[src/pkg/ect_consts.svh]
// Register indices, field positions and reset values of the event capture timer
`ifndef ECT_CONSTS_SVH
`define ECT_CONSTS_SVH

// ==========================================================
// Register indices (byte address is four times the index)
`define ECT_IDX_CTRL_A 4'h0
`define ECT_IDX_CTRL_B 4'h1
`define ECT_IDX_EVENT_INPUT_CONTROL 4'h4
`define ECT_IDX_INTEN 4'h5
`define ECT_IDX_FLAGS 4'h6
`define ECT_IDX_STATUS 4'h7
`define ECT_IDX_HALTCTL 4'h8
`define ECT_IDX_STAGING 4'h9
`define ECT_IDX_COUNT_LO 4'ha
`define ECT_IDX_COUNT_HI 4'hb
`define ECT_IDX_CMP_LO 4'hc
`define ECT_IDX_CMP_HI 4'hd

// ==========================================================
// Field positions
`define ECT_POS_ENABLE 0
`define ECT_POS_CLKSEL 1
`define ECT_POS_MODE 0
`define ECT_POS_EDGE 4
`define ECT_POS_EVLATCH_EN 0
`define ECT_POS_LATCH_IE 0
`define ECT_POS_LATCH_FLAG 0
`define ECT_POS_RUN 0
`define ECT_POS_HALT_BYPASS 0

// ==========================================================
// Clock select codes
`define ECT_CLKSEL_FULL 2'h0
`define ECT_CLKSEL_HALF 2'h1

// ==========================================================
// Reset values
`define ECT_RST_BYTE 8'h00
`define ECT_RST_WORD 16'h0000

`endif

[src/pkg/ect_pkg.sv]
// Types of the event capture timer
package ect_pkg;

  // ==========================================================
  // Count modes
  typedef enum logic [2:0] {
    ECT_MODE_PERIODIC = 3'b000,
    ECT_MODE_TIMEOUT = 3'b001,
    ECT_MODE_LATCH_FLAG_EVENT = 3'b010,
    ECT_MODE_FREQ = 3'b011,
    ECT_MODE_PULSE_WIDTH = 3'b100,
    ECT_MODE_FREQ_PW = 3'b101,
    ECT_MODE_SINGLE_SHOT = 3'b110,
    ECT_MODE_PWM8 = 3'b111
  } ect_mode_t;

  // ==========================================================
  // Phases of the combined frequency and pulse width measurement
  typedef enum logic [1:0] {
    ECT_FP_WAIT_INIT = 2'b00,
    ECT_FP_WAIT_CAPTURE = 2'b01,
    ECT_FP_WAIT_STOP = 2'b10
  } ect_fp_t;

  // ==========================================================
  // Whole state of the timer
  typedef struct packed {
    logic enable;
    logic [1:0] clk_sel;
    ect_mode_t count_mode_field;
    logic edge_sel;
    logic event_latch_input_enable;
    logic latch_ie;
    logic latch_flag;
    logic run;
    logic halt_bypass;
    logic [7:0] staging;
    logic [15:0] timer_count;
    logic [15:0] compare_latch_value;
    logic ev_prev;
    ect_fp_t fp_phase;
    logic div;
    logic pready;
    logic pslverr;
    logic [7:0] prdata;
    logic irq;
  } ect_state_t;

endpackage

[src/rtl/ect_timer.sv]
// Event capture timer: 16-bit counter with event-driven modes behind an APB slave
`timescale 1ns/1ns
`include "ect_consts.svh"
`default_nettype none

module ect_timer
  import ect_pkg::*;
(
  input wire logic CORE_CLK_IN,
  input wire logic RST_N_IN,
  input wire logic PSEL_IN,
  input wire logic PENABLE_IN,
  input wire logic PWRITE_IN,
  input wire logic [7:0] PADDR_IN,
  input wire logic [31:0] PWDATA_IN,
  input wire logic [3:0] PSTRB_IN,
  input wire logic EVENT_IN,
  input wire logic DBG_HALT_IN,
  output logic [31:0] PRDATA_OUT,
  output logic PREADY_OUT,
  output logic PSLVERR_OUT,
  output logic IRQ_OUT,
  output logic RUN_OUT
);

  // ==========================================================
  // Helpers
  function automatic logic pick_edge(input logic rise, input logic fall, input logic pol);
    pick_edge = pol ? fall : rise;
  endfunction

  function automatic logic is_capture_mode(input ect_mode_t m);
    is_capture_mode = (m == ECT_MODE_LATCH_FLAG_EVENT) || (m == ECT_MODE_FREQ) ||
                      (m == ECT_MODE_PULSE_WIDTH) || (m == ECT_MODE_FREQ_PW);
  endfunction

  // ==========================================================
  // State
  ect_state_t q;
  ect_state_t d;

  logic halted;
  logic rise;
  logic fall;
  logic ev_live;
  logic tick;
  logic at_top;
  logic sel_edge;
  logic opp_edge;
  logic setup_acc;
  logic acc_done;
  logic wr;
  logic rd;
  logic mapped;
  logic [3:0] idx;
  logic [7:0] wbyte;
  logic byte_wr;

  assign halted = DBG_HALT_IN & ~q.halt_bypass;
  assign rise = EVENT_IN & ~q.ev_prev;
  assign fall = ~EVENT_IN & q.ev_prev;
  assign ev_live = q.enable & q.event_latch_input_enable & ~halted;
  assign tick = q.enable & ~halted &
                ((q.clk_sel == `ECT_CLKSEL_FULL) | ((q.clk_sel == `ECT_CLKSEL_HALF) & q.div));
  assign at_top = q.timer_count == q.compare_latch_value;
  assign sel_edge = ev_live & pick_edge(rise, fall, q.edge_sel);
  assign opp_edge = ev_live & pick_edge(rise, fall, ~q.edge_sel);

  assign idx = PADDR_IN[5:2];
  assign mapped = (PADDR_IN[7:6] == 2'h0) && (PADDR_IN[1:0] == 2'h0) &&
                  ((idx <= `ECT_IDX_CTRL_B) || ((idx >= `ECT_IDX_EVENT_INPUT_CONTROL) && (idx <= `ECT_IDX_CMP_HI)));
  assign setup_acc = PSEL_IN & PENABLE_IN & ~q.pready;
  assign acc_done = PSEL_IN & PENABLE_IN & q.pready;
  assign wr = acc_done & PWRITE_IN & mapped;
  assign rd = acc_done & ~PWRITE_IN & mapped;
  assign byte_wr = wr & PSTRB_IN[0];
  assign wbyte = PWDATA_IN[7:0];

  // ==========================================================
  // Next state
  always_comb begin
    logic flag_set;
    logic flag_clr;
    flag_set = 1'b0;
    flag_clr = 1'b0;
    d = q;
    d.ev_prev = EVENT_IN;
    d.div = q.enable ? ~q.div : 1'b0;

    // Counting and event reactions per mode
    case (q.count_mode_field)
      ECT_MODE_PERIODIC: begin
        d.run = q.enable;
        if (tick) begin
          if (at_top) begin
            d.timer_count = 16'h0000;
            flag_set = 1'b1;
          end else begin
            d.timer_count = q.timer_count + 16'h0001;
          end
        end
      end
      ECT_MODE_TIMEOUT: begin
        if (sel_edge) begin
          d.run = 1'b1;
          d.timer_count = 16'h0000;
        end else if (opp_edge) begin
          d.run = 1'b0;
        end else if (tick && q.run) begin
          if (at_top) begin
            d.timer_count = 16'h0000;
            flag_set = 1'b1;
          end else begin
            d.timer_count = q.timer_count + 16'h0001;
          end
        end
      end
      ECT_MODE_LATCH_FLAG_EVENT: begin
        d.run = q.enable;
        if (tick) begin
          d.timer_count = q.timer_count + 16'h0001;
        end
        if (sel_edge) begin
          d.compare_latch_value = q.timer_count;
          flag_set = 1'b1;
        end
      end
      ECT_MODE_FREQ: begin
        d.run = q.enable;
        if (sel_edge) begin
          d.compare_latch_value = q.timer_count;
          d.timer_count = 16'h0000;
          flag_set = 1'b1;
        end else if (tick) begin
          d.timer_count = q.timer_count + 16'h0001;
        end
      end
      ECT_MODE_PULSE_WIDTH: begin
        d.run = q.enable;
        if (sel_edge) begin
          d.timer_count = 16'h0000;
        end else begin
          if (tick) begin
            d.timer_count = q.timer_count + 16'h0001;
          end
          if (opp_edge) begin
            d.compare_latch_value = q.timer_count;
            flag_set = 1'b1;
          end
        end
      end
      ECT_MODE_FREQ_PW: begin
        if (tick && q.run) begin
          d.timer_count = q.timer_count + 16'h0001;
        end
        case (q.fp_phase)
          ECT_FP_WAIT_INIT: begin
            if (sel_edge) begin
              d.timer_count = 16'h0000;
              d.run = 1'b1;
              d.fp_phase = ECT_FP_WAIT_CAPTURE;
            end
          end
          ECT_FP_WAIT_CAPTURE: begin
            if (opp_edge) begin
              d.compare_latch_value = q.timer_count;
              d.fp_phase = ECT_FP_WAIT_STOP;
            end
          end
          ECT_FP_WAIT_STOP: begin
            if (sel_edge) begin
              d.run = 1'b0;
              d.timer_count = q.timer_count;
              flag_set = 1'b1;
              d.fp_phase = ECT_FP_WAIT_INIT;
            end
          end
          default: begin
            d.fp_phase = ECT_FP_WAIT_INIT;
          end
        endcase
      end
      ECT_MODE_SINGLE_SHOT: begin
        // A retrigger while running is ignored so the shot length stays TOP
        if (ev_live && !q.run && (rise || (q.edge_sel && fall))) begin
          d.run = 1'b1;
          d.timer_count = 16'h0000;
        end else if (tick && q.run) begin
          if (at_top) begin
            d.run = 1'b0;
            d.timer_count = 16'h0000;
            flag_set = 1'b1;
          end else begin
            d.timer_count = q.timer_count + 16'h0001;
          end
        end
      end
      ECT_MODE_PWM8: begin
        d.run = q.enable;
        if (tick) begin
          d.timer_count[15:8] = 8'h00;
          if (q.timer_count[7:0] == q.compare_latch_value[7:0]) begin
            d.timer_count[7:0] = 8'h00;
          end else begin
            d.timer_count[7:0] = q.timer_count[7:0] + 8'h01;
          end
          if (q.timer_count[7:0] == q.compare_latch_value[15:8]) begin
            flag_set = 1'b1;
          end
        end
      end
      default: begin
        d.run = 1'b0;
      end
    endcase

    if (!q.enable) begin
      d.run = 1'b0;
      d.fp_phase = ECT_FP_WAIT_INIT;
    end

    // Read side effects take place at the completing edge only
    if (rd) begin
      case (idx)
        `ECT_IDX_COUNT_LO: d.staging = q.timer_count[15:8];
        `ECT_IDX_CMP_LO: begin
          if (q.count_mode_field != ECT_MODE_PWM8) begin
            d.staging = q.compare_latch_value[15:8];
          end
          if (is_capture_mode(q.count_mode_field)) begin
            flag_clr = 1'b1;
          end
        end
        `ECT_IDX_CMP_HI: begin
          if (is_capture_mode(q.count_mode_field)) begin
            flag_clr = 1'b1;
          end
        end
        default: begin
          d.staging = d.staging;
        end
      endcase
    end

    // Bus writes come last so they override internal updates, except a flag clear, which a hardware set outlasts
    if (byte_wr) begin
      case (idx)
        `ECT_IDX_CTRL_A: begin
          d.enable = wbyte[`ECT_POS_ENABLE];
          d.clk_sel = wbyte[`ECT_POS_CLKSEL +: 2];
        end
        `ECT_IDX_CTRL_B: begin
          d.count_mode_field = ect_mode_t'(wbyte[`ECT_POS_MODE +: 3]);
          d.fp_phase = ECT_FP_WAIT_INIT;
        end
        `ECT_IDX_EVENT_INPUT_CONTROL: begin
          d.edge_sel = wbyte[`ECT_POS_EDGE];
          d.event_latch_input_enable = wbyte[`ECT_POS_EVLATCH_EN];
        end
        `ECT_IDX_INTEN: d.latch_ie = wbyte[`ECT_POS_LATCH_IE];
        `ECT_IDX_FLAGS: flag_clr = wbyte[`ECT_POS_LATCH_FLAG];
        `ECT_IDX_HALTCTL: d.halt_bypass = wbyte[`ECT_POS_HALT_BYPASS];
        `ECT_IDX_STAGING: d.staging = wbyte;
        `ECT_IDX_COUNT_LO: d.staging = wbyte;
        `ECT_IDX_COUNT_HI: d.timer_count = {wbyte, q.staging};
        `ECT_IDX_CMP_LO: begin
          if (q.count_mode_field == ECT_MODE_PWM8) begin
            d.compare_latch_value[7:0] = wbyte;
          end else begin
            d.staging = wbyte;
          end
        end
        `ECT_IDX_CMP_HI: begin
          if (q.count_mode_field == ECT_MODE_PWM8) begin
            d.compare_latch_value[15:8] = wbyte;
          end else begin
            d.compare_latch_value = {wbyte, q.staging};
          end
        end
        default: begin
          d.staging = d.staging; // Status is read-only
        end
      endcase
    end

    // A hardware set in the clearing cycle survives
    d.latch_flag = flag_set | (q.latch_flag & ~flag_clr);
    d.irq = d.latch_flag & d.latch_ie;

    // APB answer: one wait cycle, data captured in the first access cycle
    d.pready = setup_acc;
    d.pslverr = setup_acc & ~mapped;
    d.prdata = 8'h00;
    if (setup_acc && !PWRITE_IN && mapped) begin
      case (idx)
        `ECT_IDX_CTRL_A: d.prdata = {5'h00, q.clk_sel, q.enable};
        `ECT_IDX_CTRL_B: d.prdata = {5'h00, q.count_mode_field};
        `ECT_IDX_EVENT_INPUT_CONTROL: d.prdata = {3'h0, q.edge_sel, 3'h0, q.event_latch_input_enable};
        `ECT_IDX_INTEN: d.prdata = {7'h00, q.latch_ie};
        `ECT_IDX_FLAGS: d.prdata = {7'h00, q.latch_flag};
        `ECT_IDX_STATUS: d.prdata = {7'h00, q.run};
        `ECT_IDX_HALTCTL: d.prdata = {7'h00, q.halt_bypass};
        `ECT_IDX_STAGING: d.prdata = q.staging;
        `ECT_IDX_COUNT_LO: d.prdata = q.timer_count[7:0];
        `ECT_IDX_COUNT_HI: d.prdata = q.staging;
        `ECT_IDX_CMP_LO: d.prdata = q.compare_latch_value[7:0];
        `ECT_IDX_CMP_HI: begin
          if (q.count_mode_field == ECT_MODE_PWM8) begin
            d.prdata = q.compare_latch_value[15:8];
          end else begin
            d.prdata = q.staging;
          end
        end
        default: d.prdata = 8'h00;
      endcase
    end
  end

  // ==========================================================
  // Registers
  always_ff @(posedge CORE_CLK_IN or negedge RST_N_IN) begin
    if (!RST_N_IN) begin
      q.enable <= 1'b0;
      q.clk_sel <= `ECT_CLKSEL_FULL;
      q.count_mode_field <= ECT_MODE_PERIODIC;
      q.edge_sel <= 1'b0;
      q.event_latch_input_enable <= 1'b0;
      q.latch_ie <= 1'b0;
      q.latch_flag <= 1'b0;
      q.run <= 1'b0;
      q.halt_bypass <= 1'b0;
      q.staging <= `ECT_RST_BYTE;
      q.timer_count <= `ECT_RST_WORD;
      q.compare_latch_value <= `ECT_RST_WORD;
      q.ev_prev <= 1'b0;
      q.fp_phase <= ECT_FP_WAIT_INIT;
      q.div <= 1'b0;
      q.pready <= 1'b0;
      q.pslverr <= 1'b0;
      q.prdata <= `ECT_RST_BYTE;
      q.irq <= 1'b0;
    end else begin
      q <= d;
    end
  end

  assign PRDATA_OUT = {24'h000000, q.prdata};
  assign PREADY_OUT = q.pready;
  assign PSLVERR_OUT = q.pslverr;
  assign IRQ_OUT = q.irq;
  assign RUN_OUT = q.run;

endmodule

`default_nettype wire

[config.mk]
export PLATFORM = sky130hd
export DESIGN_NAME = ect_timer
export DESIGN_NICKNAME = d
export VERILOG_FILES = /design/src/pkg/ect_pkg.sv /design/src/rtl/ect_timer.sv
export VERILOG_INCLUDE_DIRS = /design/src /design/src/pkg
export SDC_FILE = /design/constraint.sdc
export NUM_CORES = 1
export LEC_CHECK = 0
export BUFFER_PORTS_ARGS = -buffer_cell sky130_fd_sc_hd__buf_2
export CAP_MARGIN = 0
export CORE_ASPECT_RATIO = 1.2
export CORE_MARGIN = 5
export CORE_UTILIZATION = 35
export DETAILED_ROUTE_END_ITERATION = 7
export PLACE_DENSITY = 0.57
export REMOVE_ABC_BUFFERS = 1
export SLEW_MARGIN = 20
export SYNTH_ARGS = -nofsm -noshare
export SYNTH_HDL_FRONTEND = slang
export SYNTH_SLANG_ARGS = --single-unit
[constraint.sdc]
create_clock -name CORE_CLK_IN -period 3.3 [get_ports CORE_CLK_IN]
set_input_delay 0.165 -clock CORE_CLK_IN [delete_from_list [all_inputs] [get_ports CORE_CLK_IN]]
set_output_delay 0.165 -clock CORE_CLK_IN [all_outputs]
set_load 0.02 [all_outputs]
### Word level (Yosys, flattened, before mapping)

Index checks and enable logic that the tools add are counted.
Widths: inputs -> output; s select.

* register bits: 67
* bits of input ports: 51
* output and inout bits: 36
* logic and storage cells: 195

* $add $sub $neg: 2
* order comparisons: 3
* equal/unequal tests: 31
* multiplexer cells: 75
* bitwise gates (word level): 32
* reduce and logical (&&, ||, !) cells: 33

Operators with widths (count)
* $mux 16: 17
* $pmux 16 s7: 1
* $pmux 8 s11: 1
* $mux 8: 9
* $pmux 16 s3: 1
* $pmux 8 s2: 3
* $mux 40: 1
* $pmux 16 s2: 1
* $mux 1: 30
* $eq 4x4->1 const B: 6
* $and 1x1->1: 21
* $ne 4x4->1 const B: 5
* $add 16x1->16 const B: 1
* $eq 16x16->1: 1
* $eq 4x3->1 const B: 4
* $eq 8x8->1: 2
* $mux 2: 7
* $eq 3x3->1 const B: 4
* $reduce_or 2->1: 5
* $logic_and 1x1->1: 9
* $not 1->1: 9
* $add 8x1->8 const B: 1
* $logic_not 2->1: 4
* $reduce_and 2->1: 4
* 21 further kinds: 29

### Longest topological paths before layout

* word-level depth: 13
* gate-level depth with buffers: 10
* gate-level depth less buffers: 8

### Worst setup path before layout

No wires, ideal clock.

* path type: register -> register
* start point: register q[63] in the netlist's numbering
* end point: register q[15] in the netlist's numbering
* library setup time: 126 ps
* data arrival time: 2169 ps
* data required time: 3174 ps
* path slack: 1005 ps
* stages on the path, launching flop included: 11
* buffers on the path: 2
* clock period less this slack: 2295 ps
* cells stage by stage: dfrtp_1 clkbuf_1 inv_1 ha_1 clkbuf_1 nor4_1 o21ai_0 nand3_1 a22oi_1 o21ai_0 a221o_1

RTL lines
* from (decl): line ect_timer.sv:39 `ect_state_t q;`

==> flow_summary.yaml <==
logic_synthesis:
  synth_top_family_by_area: "compound AO/OA/AOI/OAI gates"
  yosys.area_share.simple_pct: 23.3
  synth_ff_type: "dfrtp_1"
  synthTopCellsByArea: "dfrtp_1 27%, o21ai_0 4.9%, a21oi_1 4.8%"
  yosys.cell_types.count: 84
  synth_edf_count: 0
  synth_cells: 799
  netlist_top_cells_count: "72 x nor2_1, 67 x dfrtp_1, 62 x nand2_1"
  yosysSeqAreaShare_pct: 26.7
  netlist_area_sq_mm: 0.00629
  async_flop_share_pct: 100
  post-synth-top-count-cell: "nor2_1"
  synth_top_area_cell: "dfrtp_1"
  netlist.area_leader.share_pct: 26.7
  synth_compound_area_share_pct: 32.6
  synth_seq_cells: 67
  yosysWarningCount: 0
  avgSynthCellArea_sq_um: 7.87
  synth_xor_area_share_pct: 4.60
  synth_mux_area_share_pct: 3.40
  synth_fa_ha_area_share_pct: 0.597
global_routing:
  grt_max_degree: 68
  grt_pass1_vias: 6148
  grt_usage_pct: 22.1
  overflow: 0
  grt_first_pass_wirelength_microns: 36300
  antenna_found_initial: 0
power:
  p_int_mw: 1.67
  finalPower_mw: 2.37
  seqPwrFrac_pct: 36.4
  power_frac_comb_pct: 17.1
  vdd_drop_max_mv: 0.248
  pwr-share-clk_pct: 46.5
  leakagePower_nw: 3.07
  sw_frac_of_total_pct: 29.6
  powerDensity_mw_per_mm2: 339
  power_switching_mw: 0.702
routing:
  drc: 0
  drtIter0Drc: 823
  ant_nets: 0
  first_pass_iters: 6
  wl_per_cell_microns: 22.5
  num_vias: 6613
  vias_per_cell: 6.33
  wl_microns: 23400
sta:
  hold_viol: 0
  max-slew-margin-rel_pct: 37.8
  fin_crit_sh_pct: 84.1
  final_max_slew_viol_count: 0
  worst_pin_slew_ns: 0.933
  final-setup-viol-count: 0
  max_freq_mhz: 360
  period_needed_ns: 2.78
  rsz0062_at_grt: "false"
  finalSetupTns_ns: 0
  worst_hold_slack_ns: 0.0901
  finalClockSkew_ns: 0.00640
cts:
  clock_latency_ns: 0.35
  tritoncts: "done"
  post_cts_resized: 0
  cts_buffers: 9
  cts_sinks: 67
  cts_max_path_buffers: 2
  htree_levels: 3
  cts_setup_buffers: 0
  clkTransAtPathRegs_ns: 0.06
  cts_hold_buf: 2
  clockRootBuffer: "clkbuf_16"
floorplanning:
  dieArea_sq_mm: 0.0208
  dieHeight_microns: 157
  die_x_microns: 132
  ios: 87
  start_util_pct: 35.8
  rows: 53
  coreArea_sq_mm: 0.0176
run_status:
  status: "finished, final reports clean"
critical_path:
  critical-path-top-delay-family: "compound AO/OA/AOI/OAI gates"
  crit_fanout: 11
  cp.arrival_ns: 3.01
  path_cells: "or3b_4, a211o_4, a21oi_2, nand2_1, a22oi_1, o21ai_0, a221o_1"
  startpoint_type: "flop"
  critPathBufInv: 0
  endpoint_kind: "flop"
  worstSetupPathType: "reg2reg"
  crit_slowest_cell: "dfrtp_1"
  required_ns: 3.53
  slowest_delay_ns: 0.48
place:
  dpl.hpwl_microns: 16900
  place_congestion: 0.913
  portBuffers: 35
layout:
  syn2layout_area_growth_pct: 11.3
  drive_gt1_share_pct: 16.0
  fin_util_pct: 39.8
  n_antenna_cell: 0
  fill_cells: 1775
  fin_nets: 873
flow_run:
  drv_cap: 0
hold_path:
  hp-class: "in2reg"
-- worst reg2reg max path, stage by stage, from the launching register on --
cell     delay, ns
dfrtp_1       0.48
or3b_4        0.47
a211o_4       0.41
a21oi_2       0.17
nand2_1       0.36
a22oi_1       0.35
o21ai_0       0.12
a221o_1       0.31
-- layout make-up --
type / count / area, sq um / area share [%]
clock buffer: 12 / 256 / 3.67
clock inverter: 4 / 72.6 / 1.04
inverter: 7 / 26.3 / 0.375
multi-input combinational: 651 / 4150 / 59.3
sequential: 67 / 1680 / 24.0
tap: 220 / 275 / 3.93
timing repair buffer: 83 / 543 / 7.76
-- cell usage in the layout, fill, tap and decap left out, drive strengths merged, types with 6 or more instances in the layout --
cell type | synthesis | layout
nor2b | 17 | 17
inv | 7 | 7
o21a | 11 | 11
a22oi | 23 | 23
clkbuf | 40 | 12
conb | 1 | 24
a31oi | 14 | 14
a221oi | 11 | 11
nand2 | 62 | 62
nor4 | 16 | 16
nor2 | 72 | 72
a21oi | 62 | 62
o31ai | 10 | 10
o211a | 8 | 8
and2 | 13 | 13
xor2 | 28 | 28
nand3 | 26 | 26
nand2b | 12 | 12
and4 | 6 | 6
mux2 | 11 | 11
and3 | 9 | 9
nor3 | 17 | 17
a222oi | 8 | 8
a211oi | 10 | 10
a21o | 8 | 8
mux2i | 9 | 9
dfrtp | 67 | 67
nand4 | 9 | 9
nand3b | 6 | 6
o21ai | 66 | 66
buf | 57 | 81
-- cells by family after synthesis --
family                   Yosys count
flip-flops                        67
AND/OR/NAND/NOR                  282
other                              1
adder cells (fa/ha/maj)            3
multiplexers                      20
XOR/XNOR                          33
buffers and inverters            104
AO/OA/AOI/OAI                    289
-- final timing paths --
path	startpoint	endpoint	slack, ns	cells after the start
worst max-delay path	q[60]	q[15]	0.52	7
worst min-delay path	PENABLE_IN	PREADY_OUT	0.09	3
worst max register to register	q[60]	q[15]	0.52	7
worst min register to register	q[11]	q[11]	0.43	1
max in group asynchronous	RST_N_IN	q[38]	2.19	2
min in group asynchronous	RST_N_IN	q[14]	0.50	2
-- flip-flops by register name, indices dropped and copies added (netlist names) --
register	count
q	55
PSLVERR_OUT	1
PREADY_OUT	1
PRDATA_OUT	8
RUN_OUT	1
IRQ_OUT	1
-- power groups by stage --
stage / sequential, mW / combinational (mW) / clock (mW)
final: 0.864 / 0.406 / 1.10
after global routing: 0.865 / 0.438 / 1.14
after CTS: 0.862 / 0.399 / 1.11
after detailed placement: 0.877 / 0.395 / 0
after global placement: 0.878 / 0.395 / 0
after floorplan: 0.887 / 0.190 / 0
-- routing by layer --
layer	vias up	part of all wire (%)	wire (microns)	global-route usage, %
li1	2985	-	-	-
met1	3190	40	9490	28.7
met2	369	47	11100	35.7
met3	69	8.2	1910	3.47
met4	0	4.1	968	11.2
met5	-	0	0	0
-- metrics by stage --
step	instances	area [sq um]	setup slack, ns
after floorplan	725	5850	0.879
after global placement	1026	6650	0.597
after detailed placement	1026	6650	0.577
after CTS	1044	7000	0.569
after global routing	1044	7000	0.340
final	1044	7000	0.524
Note: power is estimated with default switching activity, not from simulation.
